<file path="src/core/wwdt_consts.svh">
`ifndef WWDT_CONSTS_SVH
`define WWDT_CONSTS_SVH

// ****************
// register map
// ****************
`define WWDT_OFF_CTRL 12'h000
`define WWDT_OFF_RELOAD 12'h004
`define WWDT_OFF_WINDOW 12'h008
`define WWDT_OFF_SERVICE 12'h00C
`define WWDT_OFF_TIMER 12'h010
`define WWDT_OFF_STATUS 12'h014
`define WWDT_OFF_MASK 12'h018

// ****************
// fields
// ****************
`define WWDT_CTRL_ENABLE 0
`define WWDT_CTRL_RATE 1
`define WWDT_CTRL_WINDOW 2
`define WWDT_CTRL_DBG_RUN 3
`define WWDT_SERVICE_KEY 8'hA5
`define WWDT_ST_OVF 0
`define WWDT_ST_EARLY 1
`define WWDT_ST_RESET 2

// ****************
// timing and reset values
// ****************
`define WWDT_DIV_SLOW 7'h7F
`define WWDT_DIV_FAST 7'h01
`define WWDT_PREWARN_COUNTS 8'h30
`define WWDT_CTRL_RESET 4'h0
`define WWDT_RELOAD_RESET 8'h00
`define WWDT_WINDOW_RESET 8'h00

`endif

</file>
<file path="src/core/wwdt_pkg.sv">
package wwdt_pkg;
    typedef enum logic [1:0] {
        WWDT_IDLE = 2'b00,
        WWDT_RUN = 2'b01,
        WWDT_PREWARN = 2'b10,
        WWDT_FIRED = 2'b11
    } wwdt_state_t;

    typedef struct packed {
        logic enable;
        logic count_rate_select;
        logic window_enable;
        logic debug_run;
    } wwdt_ctrl_t;

    typedef struct packed {
        logic sys_reset;
        logic early;
        logic overflow;
    } wwdt_events_t;
endpackage

</file>
<file path="src/core/wwdt_prescaler.sv">
`timescale 1ns/100ps
`include "wwdt_consts.svh"

// ****************
// tick generator: one pulse per pclk/2 or pclk/128
// ****************
module wwdt_prescaler (
    // clock and reset
    input wire logic pclk,
    input wire logic presetn,
    // control
    input wire logic run,
    input wire logic count_rate_select,
    input wire logic restart,
    // tick out
    output logic tick
);
    logic [6:0] div_cnt;
    wire [6:0] div_top;
    wire div_wrap;

    assign div_top = count_rate_select ? `WWDT_DIV_SLOW
                                       : `WWDT_DIV_FAST;
    assign div_wrap = run && (div_cnt >= div_top);
    assign tick = div_wrap;

    // restart keeps the first period after service full length
    always_ff @(posedge pclk or negedge presetn) begin
        if (!presetn) begin
            div_cnt <= 7'h00;
        end else if (restart || div_wrap) begin
            div_cnt <= 7'h00;
        end else if (run) begin
            div_cnt <= div_cnt + 7'h01;
        end
    end
endmodule

</file>
<file path="src/core/wwdt_top.sv">
// Our own choices: the register offsets and register access over APB.
`timescale 1ns/100ps
`include "wwdt_consts.svh"

module wwdt_top (
    // clock and reset
    input wire logic pclk,
    input wire logic presetn,
    // apb slave
    input wire logic psel,
    input wire logic penable,
    input wire logic pwrite,
    input wire logic [11:0] paddr,
    input wire logic [31:0] pwdata,
    output logic [31:0] prdata,
    output logic pready,
    output logic pslverr,
    // system
    input wire logic debug_mode,
    output logic timeout_nmi_request,
    output logic watchdog_system_reset,
    output logic irq
);
    // ****************
    // state
    // ****************
    wwdt_pkg::wwdt_ctrl_t ctrl;
    wwdt_pkg::wwdt_state_t state;
    wwdt_pkg::wwdt_events_t status;
    wwdt_pkg::wwdt_events_t mask;
    logic [7:0] upper_byte_reload;
    logic [7:0] window_bound_high_byte;
    logic [15:0] supervision_timer;
    logic [7:0] prewarn_cnt;

    // ****************
    // bus decode
    // ****************
    wire acc = psel && penable;
    wire wr = acc && pwrite;
    wire rd = acc && !pwrite;
    wire hit_ctrl = (paddr == `WWDT_OFF_CTRL);
    wire hit_rel = (paddr == `WWDT_OFF_RELOAD);
    wire hit_win = (paddr == `WWDT_OFF_WINDOW);
    wire hit_svc = (paddr == `WWDT_OFF_SERVICE);
    wire hit_tmr = (paddr == `WWDT_OFF_TIMER);
    wire hit_st = (paddr == `WWDT_OFF_STATUS);
    wire hit_msk = (paddr == `WWDT_OFF_MASK);
    wire mapped = hit_ctrl | hit_rel | hit_win | hit_svc | hit_tmr
                | hit_st | hit_msk;

    assign pready = 1'b1;
    assign pslverr = acc && !mapped;

    // a service is a write of the key; single cycle strobe
    wire service = wr && hit_svc
                && (pwdata[7:0] == `WWDT_SERVICE_KEY);

    // ****************
    // counting
    // ****************
    wire running = (state == wwdt_pkg::WWDT_RUN)
                || (state == wwdt_pkg::WWDT_PREWARN);
    wire frozen = debug_mode && !ctrl.debug_run;
    wire tick;

    wwdt_prescaler u_pre (
        .pclk(pclk),
        .presetn(presetn),
        .run(running && !frozen),
        .count_rate_select(ctrl.count_rate_select),
        .restart(service && state == wwdt_pkg::WWDT_RUN),
        .tick(tick)
    );

    // chained bytes: carry out of the low byte steps the high byte
    wire low_carry = tick && (supervision_timer[7:0] == 8'hFF);
    wire [7:0] next_low = supervision_timer[7:0] + 8'h01;
    wire [7:0] next_high = supervision_timer[15:8] + 8'h01;
    wire overflow = low_carry && (supervision_timer[15:8] == 8'hFF);

    // timer below bound:00 is forbidden for refresh
    wire in_window = ctrl.window_enable
                  && (supervision_timer < {window_bound_high_byte, 8'h00});
    wire early = service && in_window
              && (state == wwdt_pkg::WWDT_RUN);
    wire valid_svc = service && !in_window;
    wire ovf_evt = overflow && (state == wwdt_pkg::WWDT_RUN);
    wire prewarn_done = (state == wwdt_pkg::WWDT_PREWARN) && tick
                     && (prewarn_cnt == `WWDT_PREWARN_COUNTS - 8'h01);

    always_ff @(posedge pclk or negedge presetn) begin
        if (!presetn) begin
            supervision_timer <= 16'h0000;
        end else if (wr && hit_ctrl && pwdata[`WWDT_CTRL_ENABLE]
                     && state == wwdt_pkg::WWDT_IDLE) begin
            supervision_timer <= {upper_byte_reload, 8'h00};
        end else if (valid_svc && state == wwdt_pkg::WWDT_RUN) begin
            supervision_timer <= {upper_byte_reload, 8'h00};
        end else if (low_carry) begin
            supervision_timer <= {next_high, 8'h00};
        end else if (tick) begin
            supervision_timer <= {supervision_timer[15:8], next_low};
        end
    end

    // ****************
    // state machine
    // ****************
    always_ff @(posedge pclk or negedge presetn) begin
        if (!presetn) begin
            state <= wwdt_pkg::WWDT_IDLE;
            prewarn_cnt <= 8'h00;
        end else begin
            case (state)
                wwdt_pkg::WWDT_IDLE: begin
                    if (wr && hit_ctrl && pwdata[`WWDT_CTRL_ENABLE]) begin
                        state <= wwdt_pkg::WWDT_RUN;
                    end
                end
                wwdt_pkg::WWDT_RUN: begin
                    prewarn_cnt <= 8'h00;
                    if (ovf_evt || early) begin
                        state <= wwdt_pkg::WWDT_PREWARN;
                    end
                end
                wwdt_pkg::WWDT_PREWARN: begin
                    // service ignored here: reset cannot be cancelled
                    if (prewarn_done) begin
                        state <= wwdt_pkg::WWDT_FIRED;
                    end else if (tick) begin
                        prewarn_cnt <= prewarn_cnt + 8'h01;
                    end
                end
                wwdt_pkg::WWDT_FIRED: begin
                    state <= wwdt_pkg::WWDT_FIRED;
                end
                default: begin
                    state <= wwdt_pkg::WWDT_IDLE;
                end
            endcase
        end
    end

    // requests stay high until presetn takes the system down
    always_ff @(posedge pclk or negedge presetn) begin
        if (!presetn) begin
            timeout_nmi_request <= 1'b0;
            watchdog_system_reset <= 1'b0;
        end else begin
            if (ovf_evt) begin
                timeout_nmi_request <= 1'b1;
            end
            if (prewarn_done) begin
                watchdog_system_reset <= 1'b1;
            end
        end
    end

    // ****************
    // registers
    // ****************
    wire st_read = rd && hit_st;
    wwdt_pkg::wwdt_events_t evt;
    assign evt = '{sys_reset: prewarn_done, early: early, overflow: ovf_evt};

    always_ff @(posedge pclk or negedge presetn) begin
        if (!presetn) begin
            ctrl <= `WWDT_CTRL_RESET;
            upper_byte_reload <= `WWDT_RELOAD_RESET;
            window_bound_high_byte <= `WWDT_WINDOW_RESET;
            mask <= 3'b000;
            status <= 3'b000;
        end else begin
            if (wr && hit_ctrl) begin
                ctrl.enable <= pwdata[`WWDT_CTRL_ENABLE] | ctrl.enable;
                ctrl.count_rate_select <= pwdata[`WWDT_CTRL_RATE];
                ctrl.window_enable <= pwdata[`WWDT_CTRL_WINDOW];
                ctrl.debug_run <= pwdata[`WWDT_CTRL_DBG_RUN];
            end
            if (wr && hit_rel) begin
                upper_byte_reload <= pwdata[7:0];
            end
            if (wr && hit_win) begin
                window_bound_high_byte <= pwdata[7:0];
            end
            if (wr && hit_msk) begin
                mask <= pwdata[2:0];
            end
            // set wins over read-clear; clear only what the read reported,
            // so an event one cycle before the access edge is not lost
            status <= (st_read ? (status & ~prdata[2:0]) : status) | evt;
        end
    end

    assign irq = |(status & mask);

    // ****************
    // read data
    // ****************
    wire [31:0] rd_ctrl = {28'h000_0000, ctrl.debug_run, ctrl.window_enable,
                           ctrl.count_rate_select, ctrl.enable};
    wire [31:0] rd_tmr = {14'h0000, state, supervision_timer};
    wire [31:0] next_prdata = hit_ctrl ? rd_ctrl
                            : hit_rel ? {24'h00_0000, upper_byte_reload}
                            : hit_win ? {24'h00_0000, window_bound_high_byte}
                            : hit_tmr ? rd_tmr
                            : hit_st ? {29'h0000_0000, status}
                            : hit_msk ? {29'h0000_0000, mask}
                            : 32'h0000_0000;

    // data registered at the setup cycle, valid through the access phase
    always_ff @(posedge pclk or negedge presetn) begin
        if (!presetn) begin
            prdata <= 32'h0000_0000;
        end else if (psel && !penable && !pwrite) begin
            prdata <= next_prdata;
        end
    end
endmodule

</file>
<file path="config.mk">
export PLATFORM = sky130hd
export DESIGN_NAME = wwdt_top
export DESIGN_NICKNAME = d
export VERILOG_FILES = /design/src/core/wwdt_pkg.sv /design/src/core/wwdt_prescaler.sv /design/src/core/wwdt_top.sv
export VERILOG_INCLUDE_DIRS = /design/src /design/src/core
export SDC_FILE = /design/constraint.sdc
export NUM_CORES = 1
export LEC_CHECK = 0
export ABC_AREA = 1
export CAP_MARGIN = 20
export CORE_MARGIN = 8
export CORE_UTILIZATION = 35
export DETAILED_ROUTE_END_ITERATION = 10
export DONT_BUFFER_PORTS = 1
export SLEW_MARGIN = 20
export SYNTH_ARGS = -nofsm -noshare
export SYNTH_HDL_FRONTEND = slang
export SYNTH_SLANG_ARGS = --single-unit
</file>
<file path="constraint.sdc">
create_clock -name pclk -period 3 [get_ports pclk]
set_input_delay 0.3 -clock pclk [delete_from_list [all_inputs] [get_ports pclk]]
set_output_delay 0.3 -clock pclk [all_outputs]
set_load 0.01 [all_outputs]
</file>
# Word-level counts from Yosys, hierarchy flattened
# Index checks and enable logic that the tools add are counted.
op_classes:
  addsub: 4
  n_mul: 0
  div: 0
  n_lt_le_gt_ge: 2
  n_eq_ne: 18
  shifts: 0
  muxes: 21
  bitwise: 11
  reduce_logical: 47
op_table:
  columns: ["operator", "n"]
  rows:
  - ["two-way mux 18 bit", 4]
  - ["two-way mux 16 bit", 3]
  - ["== test 12 x 5 -> 1 bit (second input constant)", 3]
  - ["logical AND 1 bit", 29]
  - ["adder 8 x 1 -> 8 bit (second input constant)", 3]
  - ["== test 12 x 4 -> 1 bit (second input constant)", 2]
  - ["== test 8 bit (second input constant)", 3]
  - ["two-way mux 8 bit", 3]
  - ["two-way mux 7 bit", 3]
  - ["< comparator 16 bit", 1]
  - ["one-hot mux 8 bit (2 select lines)", 1]
  - ["== test 12 x 3 -> 1 bit (second input constant)", 1]
  - ["zero test 12 bit", 1]
  - ["two-way mux 3 bit", 3]
  - ["== test 8 x 6 -> 1 bit (second input constant)", 1]
  - ["!= test 2 bit (second input constant)", 4]
  - ["one-hot mux 2 bit (4 select lines)", 1]
  - ["adder 7 x 1 -> 7 bit (second input constant)", 1]
  - ["greater-or-equal comparator 7 bit", 1]
  - ["bitwise OR 1 bit", 7]
  - ["bitwise AND 3 bit", 2]
  - ["zero test 1 bit", 6]
  - ["two-way mux 2 bit", 3]
  - ["AND reduction 3 bit", 2]
  - ["other kinds (11)", 15]
totals:
  ff_bits: 93
  latch_bits: 0
  ram_bits: 0
  romBits: 0
  input_bits: 50
  out_inout_bits: 37
  word_cells: 123
  n_memories: 0

# Longest topological paths before layout
# Gate-level depths: netlist of run 1.
logic_depth:
  word_depth: 11
  ltp_mapped: 14
  ltp_nobuf: 14

# Cells and area by module
# Synthesis of run 1 repeated with hierarchy kept, for this count alone.
hier_totals:
  hier_cells: 668
  hier_area_um2: 4928.5
by_module_without_submodules:
  columns: ["module", "instances", "cells_each", "area_each_um2", "seq_area_each_um2"]
  rows:
  - ["wwdt_top", 1, 605, 4410.5, 1801.7]
  - ["wwdt_prescaler", 1, 63, 518.0, 175.2]

# Least setup slack after synthesis of run 1
# OpenSTA, ideal clock, no wires.
synth_path:
  path_type: "register to register"
  startpoint: "register, netlist name ctrl[2]"
  endpoint: "register prewarn_cnt[4]"
  setup_time_ns: 0.126
  t_arrival_ns: 1.686
  t_required_ns: 2.874
  slack_ns: 1.187
  path_stages_with_launch: 13
  n_path_buf: 0
  synth_period_minus_slack_ns: 1.813
  cell_sequence: "dfrtp_1 -> inv_1 -> ha_1 -> nand2_1 -> inv_1 -> a21oi_1 -> nand2_2 -> nand2_2 -> inv_2 -> nand3b_4 -> nand2_2 -> nand2_1 -> o21ai_0"
synth_via:
  elab_chain_cells: 7
  elab_cells_between_ends: 8
  cone_classes: "order compare (1); eq/ne (2); mux (1); reduce/logical (4)"
synth_lines:
  columns: ["item", "line", "text"]
  rows:
  - ["two-way mux 7 bit (no source line) *", null, null]
  - ["greater-or-equal comparator 7 bit *", "wwdt_prescaler.sv:24", "assign div_wrap = run && (div_cnt >= div_top);"]
  - ["logical AND 1 bit *", "wwdt_prescaler.sv:24", null]
  - ["logical AND 1 bit (2 in series)", "wwdt_top.sv:89", "wire prewarn_done = (state == wwdt_pkg::WWDT_PREWARN) && tick"]
  - ["!= test 2 bit (no source line)", null, null]
  - ["AND reduction 3 bit (no source line) *", null, null]
  - ["end signal, assigned", "wwdt_top.sv:132", "prewarn_cnt <= prewarn_cnt + 8'h01;"]
  - ["end, declared", "wwdt_top.sv:34", "logic [7:0] prewarn_cnt;"]
# Every way passes the cells marked *; elsewhere a longest branch is shown, timed or not.
# A chain may end at the register's enable or synchronous reset.

# Worst setup path after layout of run 1
layout_path:
  startpoint: "register, netlist name ctrl[2]"
  endpoint: "register prewarn_cnt[5]"
layout_via:
  elab_chain_cells: 7
  elab_cells_between_ends: 8
  cone_classes: "order compare (1); eq/ne (2); mux (1); reduce/logical (4)"
layout_lines:
  columns: ["item", "line"]
  rows:
  - ["two-way mux 7 bit (no source line) *", null]
  - ["greater-or-equal comparator 7 bit *", "wwdt_prescaler.sv:24"]
  - ["logical AND 1 bit *", "wwdt_prescaler.sv:24"]
  - ["logical AND 1 bit (2 in series)", "wwdt_top.sv:89"]
  - ["!= test 2 bit (no source line)", null]
  - ["AND reduction 3 bit (no source line) *", null]
# Marked as above.

==> qor.yml, run 1 <==
status: "finished, final reports clean"
synth_flop_cell: "dfrtp_1"
routedWlPerCell_um: 15.2
cellLeakagePower_uw: 0.00268
cp-end-kind: "register"
fill_cells: 1448
drtIter0Drc: 321
fin_cells: 861
reg2reg_from: "ctrl[2]$_DFFE_PN0P_"
clkLatencyLatePin_ns: 0.34
portBuffers: 0
startpoint_type: "register"
reg2reg_setup_slack_ns: 0.75
synth.distinct_cells: 42
htreeDepth: 3
cts_sinks: 79
skew_ns: 0.00546
hp-class: "primary input to register"
synthMuxAreaShare: 0
wl_um: 13100
netlist_area_mm2: 0.00499
hpwlAfterDp_um: 10100
whs_path_depth: 2
track_usage: 0.148
yosysTopAreaCell: "dfrtp_1"
grt_max_degree: 80
reg2reg_depth: 12
arrival_ns: 2.47
vias: 4296
syn_area_per_cell_um2: 7.43
synthTopCellsByArea: "dfrtp_1 40%, nand2_1 15%, inv_1 6.3%"
cts_tree: "built"
first_pass_iters: 4
hold_viol: 0
initial_utilization: 0.359
fp.dieArea_mm2: 0.0183
cp_max_fo: 10
synth-compound-area-share: 0.0805
worstSetupPathType: "register to register"
clk_pin_slew_ns: 0.06
pre_cts_ws_ns: 0.737
timing.final.ws_setup_ns: 0.746
cts_resized: 0
synth_xor_area_frac: 0.0246
fin_setup_tns_ns: 0
async_flop_share: 1.00
report.final.slew_viol_count: 0
diodes: 0
fin_crit_ns: 2.25
grt_pass1_wl_um: 21600
cts_setup_buffers: 0
area_growth_pct: 9.61
synth_seq_cells: 79
critPathRequiredTime_ns: 3.22
pin_count: 87
post-route-period-util: 0.751
maxCapViolations: 0
yosysWarningCount: 0
rsz0062_at_grt: "no"
powerDensity_mw_per_mm2: 572
yosys.area_share.adder: 0.0527
grt_pass1_vias: 4108
fmax_mhz: 444
layout.cells.most_common: "nand2_1"
synth-edff-count: 0
via_per_inst: 4.99
rows: 43
synthesis.instances: 671
ys_seq_area_frac: 0.396
layout.nets: 747
antenna_found_initial: 0
gp_congestion: 0.962
place_inst: 843
cts_made_buffers: 9
min_from: "pwdata[5]"
synth_top_area_frac: 0.396
drive_gt1_frac: 0.0866
hold_end: "upper_byte_reload[5]$_DFFE_PN0P_"
die_w_um: 135
gr-total-overflow: 0
drc: 0
cts-root-buf: "clkbuf_16"
cts_buffer_depth: 2
finalSetupViolations: 0
synth_top_family_by_area: "simple AND/OR/NAND/NOR gates"
final_cell_mix: "193 x nand2_1, 84 x inv_1, 79 x dfrtp_1"
ant_nets: 0
ir_worst_vdd_mv: 0.254
ctsHoldBuffers: 2
r2r-end: "prewarn_cnt[5]$_DFFE_PN0P_"
coreArea_mm2: 0.0139
dieHeight_um: 135
synthSimpleGateAreaFrac: 0.341
==> per-layer routing <==
layer  wire length [um]  share of wire  up-vias  GRT usage
li1                   -              -     2148          -
met1               5740           0.44     2020      0.189
met2               6160           0.47      108      0.232
met3                840          0.064       20     0.0375
met4                340          0.026        0     0.0666
met5                  0              0        -          0
==> synth_stat cells, types with 2 or more instances <==
library cell and count:
a21oi_1 11, and3_1 2, buf_2 3, buf_4 15
clkbuf_1 4, conb_1 2, dfrtp_1 79, ha_1 21
inv_1 84, inv_2 7, nand2_1 193, nand2_2 12
nand2_4 3, nand3_1 55, nand3b_1 2, nand4_1 25
nor2_1 48, nor2_2 6, nor2_4 4, nor3_1 10
nor3_2 3, o211ai_1 3, o21ai_0 31, o21ai_1 10
o221ai_1 2, o31ai_1 8, xor2_1 13
==> state kept, by name, indices dropped and copies added, names as in the netlist <==
register and flops:
timeout_nmi_request 1, window_bound_high_byte 8, supervision_timer 16, prdata 18, u_pre.div_cnt 7, upper_byte_reload 8
watchdog_system_reset 1, status 3, mask 3, prewarn_cnt 8, state 2, ctrl 4
==> per-stage QoR <==
stage	power (uW)	utilization	instance area, um2	hold slack [ns]
final	3130	0.394	5470	0.101
after global routing	3330	0.394	5470	0.113
after global placement	1930	0.369	5120	0.00852
after CTS	3160	0.394	5470	0.0942
after floorplan	1770	-	5040	0.00441
after detailed placement	1960	0.369	5120	0.00843
==> power breakdown <==
part | total [uW] | internal, uW | switching (uW)
registers | 1250 | 1140 | 108
logic | 719 | 225 | 494
clock network | 1160 | 725 | 434
total | 3130 | 2090 | 1040
==> kinds of logic (layout without fill, tap and decap cells) <==
| logic type | after synthesis | after routing |
|---|---|---|
| other | 2 | 15 |
| and+or+nand+nor | 369 | 369 |
| DFF | 79 | 79 |
| xor gates and xnor gates | 14 | 14 |
| adders and majority gates | 21 | 21 |
| AOI/OAI and AO/OA | 70 | 70 |
| buffers and inverters | 116 | 113 |
==> worst max-delay path by stage <==
| stage | startpoint | end | cells after the start |
|---|---|---|---|
| floorplan | ctrl[2]$_DFFE_PN0P_ | prewarn_cnt[4]$_DFFE_PN0P_ | 12 |
| global placement | state[1]$_DFFE_PN0P_ | supervision_timer[8]$_DFFE_PN0P_ | 11 |
| detailed placement | ctrl[2]$_DFFE_PN0P_ | prewarn_cnt[5]$_DFFE_PN0P_ | 12 |
| CTS | ctrl[2]$_DFFE_PN0P_ | prewarn_cnt[5]$_DFFE_PN0P_ | 12 |
| global route | state[1]$_DFFE_PN0P_ | supervision_timer[15]$_DFFE_PN0P_ | 11 |
| finish | ctrl[2]$_DFFE_PN0P_ | prewarn_cnt[5]$_DFFE_PN0P_ | 12 |
==> worst max-delay path, stage by stage (launching register included) <==
cell,delay [ns]
dfrtp_1,0.38
inv_1,0.22
ha_1,0.30
nand2_1,0.09
inv_1,0.04
a21oi_1,0.17
nand2_2,0.15
nand2_2,0.17
inv_2,0.15
nand3b_4,0.14
nand2_2,0.13
nand2_1,0.09
o21ai_0,0.08
==> final cells by class <==
| type | count | area, um2 | share of cell area |
|---|---|---|---|
| clock buffer | 10 | 229 | 0.0419 |
| clock inverter | 6 | 85.1 | 0.0156 |
| inverter | 92 | 345 | 0.0632 |
| multi-input combinational | 489 | 2550 | 0.466 |
| sequential | 79 | 1980 | 0.362 |
| tap | 180 | 225 | 0.0412 |
| timing repair buffer | 5 | 60.1 | 0.0110 |
No activity file was read; power rests on OpenSTA's default activity.
==> run 2, diff against run 1 <==
--- a/config.mk
+++ b/config.mk
@@ -6,7 +6,7 @@
 export SDC_FILE = /design/constraint.sdc
 export NUM_CORES = 1
 export LEC_CHECK = 0
-export ABC_AREA = 1
+export ABC_AREA = 0
 export CAP_MARGIN = 20
 export CORE_MARGIN = 8
 export CORE_UTILIZATION = 35
==> constraint.sdc (replaced) <==
create_clock -name pclk -period 2 [get_ports pclk]
set_input_delay 0.2 -clock pclk [delete_from_list [all_inputs] [get_ports pclk]]
set_output_delay 0.2 -clock pclk [all_outputs]
set_load 0.01 [all_outputs]
==> run 2 against run 1 <==
Compared with the run above: the flow now finishes with violations (negative hold slack, negative setup slack); largest cell class unchanged; non-clock buffer count up 86; critical endpoint is now supervision_timer[9]$_DFFE_PN0P_; total power rose by 4.5%; synthesized cell count down 33%.
==> qor.yml, run 2 <==
powerDensity_mw_per_mm2: 544
critPathTopFamily: "simple AND/OR/NAND/NOR gates"
largest-register: "prdata"
grt_max_degree: 80
yosysWarningCount: 0
status: "finished with violations"
layout.cells.most_common: "dfrtp_1"
hp-class: "primary input to asynchronous set/reset pin"
ant_nets: 0
finalSetupViolations: 35
max_stage_delay_ns: 0.45
synthTopCellsByArea: "dfrtp_1 44%, ha_1 5.9%, mux2_2 5.8%"
report.final.slew_viol_count: 0
track_usage: 0.159
layout.nets: 606
worstMarginPinSlew_ns: 0.764
yosysMostFrequentCell: "dfrtp_1"
gp_congestion: 0.839
drc: 0
synthesis.instances: 450
gr-total-overflow: 0
rsz0062_at_grt: "yes"
area_growth_pct: 34.3
top_regs: "prdata (18), supervision_timer (16)"
maxCapViolations: 0
cts_sinks: 79
finalInstanceArea_mm2: 0.00602
diodes: 0
portBuffers: 0
clk_pin_slew_ns: 0.06
timing.hold.ws_ns: -0.443
cts_buffer_depth: 2
critical-path-slowest-cell: "or4_4"
violations: "negative hold slack, negative setup slack"
htreeDepth: 3
synth_seq_cells: 79
ir_worst_vdd_mv: 0.363
cp_max_fo: 9
wl_um: 12700
antenna_found_initial: 0
grt_pass1_wl_um: 20300
grt_pass1_vias: 3923
rows: 41
drtIter0Drc: 159
cellLeakagePower_uw: 0.00277
synth.distinct_cells: 49
drive_gt1_frac: 0.341
fp.dieArea_mm2: 0.0167
r2r-end: "supervision_timer[9]$_DFFE_PN0P_"
slew_headroom: 0.489
hpwlAfterDp_um: 9220
async_flop_share: 1.00
syn_area_per_cell_um2: 9.95
arrival_ns: 2.73
reg2reg_depth: 8
vias: 3672
initial_utilization: 0.356
cts_tree: "built"
timing.final.ws_setup_ns: -0.497
placed_area_mm2: 0.00516
routedWlPerCell_um: 17.9
coreArea_mm2: 0.0126
cp-end-kind: "register"
clkLatencyLatePin_ns: 0.34
critPathRequiredTime_ns: 2.23
largest_register_ff_count: 18
pre_cts_ws_ns: -0.488
synth-edff-count: 0
ys_seq_area_frac: 0.441
via_per_inst: 5.16
fill_cells: 1175
first_pass_iters: 4
startpoint_type: "register"
cts-root-buf: "clkbuf_16"
synth_flop_cell: "dfrtp_1"
yosysTopAreaCell: "dfrtp_1"
final_cell_mix: "79 x dfrtp_1, 62 x buf_4, 48 x nand2_1"
post-route-period-util: 1.25
die_w_um: 129
path_cells: "inv_2 > ha_4 > or4bb_1 > or3_1 > or4_4 > o21ai_4 > buf_12 > mux2_2"
synth_top_area_frac: 0.441
path_buf_inv: 2
synth_commonest_cells: "79 x dfrtp_1, 51 x nand2_1, 23 x mux2_2, 23 x nor2_1, 22 x nand3_1"
fmax_mhz: 401
netlist_area_mm2: 0.00448
reg2reg_setup_slack_ns: -0.50
hold_viol: 79
pin_count: 87
reg2reg_from: "state[1]$_DFFE_PN0P_"
dieHeight_um: 129
skew_ns: 0.00657
fin_crit_ns: 2.50
worstSetupPathType: "register to register"
cts_made_buffers: 9
run 2: cell types whose count changed in the layout (fill, tap and decap cells not counted), sizes merged, moves of 30 or more:
cell,before,now
nand3,57,22
mux2,0,30
nand2,208,51
buf,4,81
nor2,58,23
inv,91,20
run 2: repair_timing:
item / 4_1_cts / 5_1_grt
setup buffers: 10 / 6
pin swaps: 30 / 22
endpoints found under the hold margin: 97 / 80
cloned: 1 / 0
setup endpoints to repair: 53 / 51
hold buffers: 9 / 1
resized for setup: 48 / 32
run 2: worst max-delay path by stage:
stage                                             end  slack [ns]  depth (start not counted)                 start
finish               supervision_timer[9]$_DFFE_PN0P_       -0.50                          8  state[1]$_DFFE_PN0P_
global route                     state[0]$_DFFE_PN0P_       -0.57                          9  state[1]$_DFFE_PN0P_
CTS                  supervision_timer[9]$_DFFE_PN0P_       -0.50                          8  state[1]$_DFFE_PN0P_
detailed placement   supervision_timer[9]$_DFFE_PN0P_       -0.49                          8  state[1]$_DFFE_PN0P_
global placement     supervision_timer[9]$_DFFE_PN0P_       -0.45                          8  state[1]$_DFFE_PN0P_
floorplan           supervision_timer[10]$_DFFE_PN0P_       -0.49                          7              paddr[6]
run 2: layout make-up:
cell class | instances | area [um2] | area share
tap | 172 | 215 | 0.0358
clock buffer | 12 | 236 | 0.0393
sequential | 79 | 1980 | 0.329
inverter | 21 | 83.8 | 0.0139
multi-input combinational | 333 | 2660 | 0.442
clock inverter | 3 | 45.0 | 0.00749
timing repair buffer | 91 | 801 | 0.133
run 2: routing by layer:
metal / vias to the layer above / GRT usage / part of all wire
met5: - / 0 / 0
met4: 0 / 0.0684 / 0.020
met3: 19 / 0.0493 / 0.070
met2: 100 / 0.256 / 0.48
met1: 1804 / 0.191 / 0.43
li1: 1749 / - / -
run 2: cells by family after synthesis:
| logic type | Yosys count | synth area share |
|---|---|---|
| buffers and inverters | 52 | 0.0601 |
| and+or+nand+nor | 170 | 0.199 |
| DFF | 79 | 0.441 |
| muxes | 35 | 0.0925 |
| AOI/OAI and AO/OA | 67 | 0.100 |
| other | 2 | 0.00168 |
| adders and majority gates | 21 | 0.0587 |
| xor gates and xnor gates | 24 | 0.0469 |
run 2: where the power goes:
part	leakage (uW)	internal [uW]	total (uW)	switching, uW
Clock	0.000129	960	1590	628
Sequential	0.00108	1600	1610	5.88
Combinational	0.00156	30.6	74.6	44.0
Total	0.00277	2590	3270	678
run 2: worst reg2reg max path: cells and delay by family, from the launching register on:
kind                     cells  cell delay [ns]
multiplexers                 1             0.33
AND/OR/NAND/NOR              3             1.14
AO/OA/AOI/OAI                1             0.16
flip-flops                   1             0.40
adder cells (fa/ha/maj)      1             0.12
buffers and inverters        2             0.23
run 2: metrics by stage:
step	utilization	hold slack, ns	setup TNS [ns]	instances	power, uW
after floorplan	-	-0.0956	-12.82	463	1710
after global placement	0.410	-0.0918	-19.73	675	1690
after detailed placement	0.410	-0.0919	-21.87	675	1690
after CTS	0.465	-0.461	-8.09	708	3310
after global routing	0.479	-0.460	-12.19	711	3380
final	0.479	-0.443	-9.09	711	3270
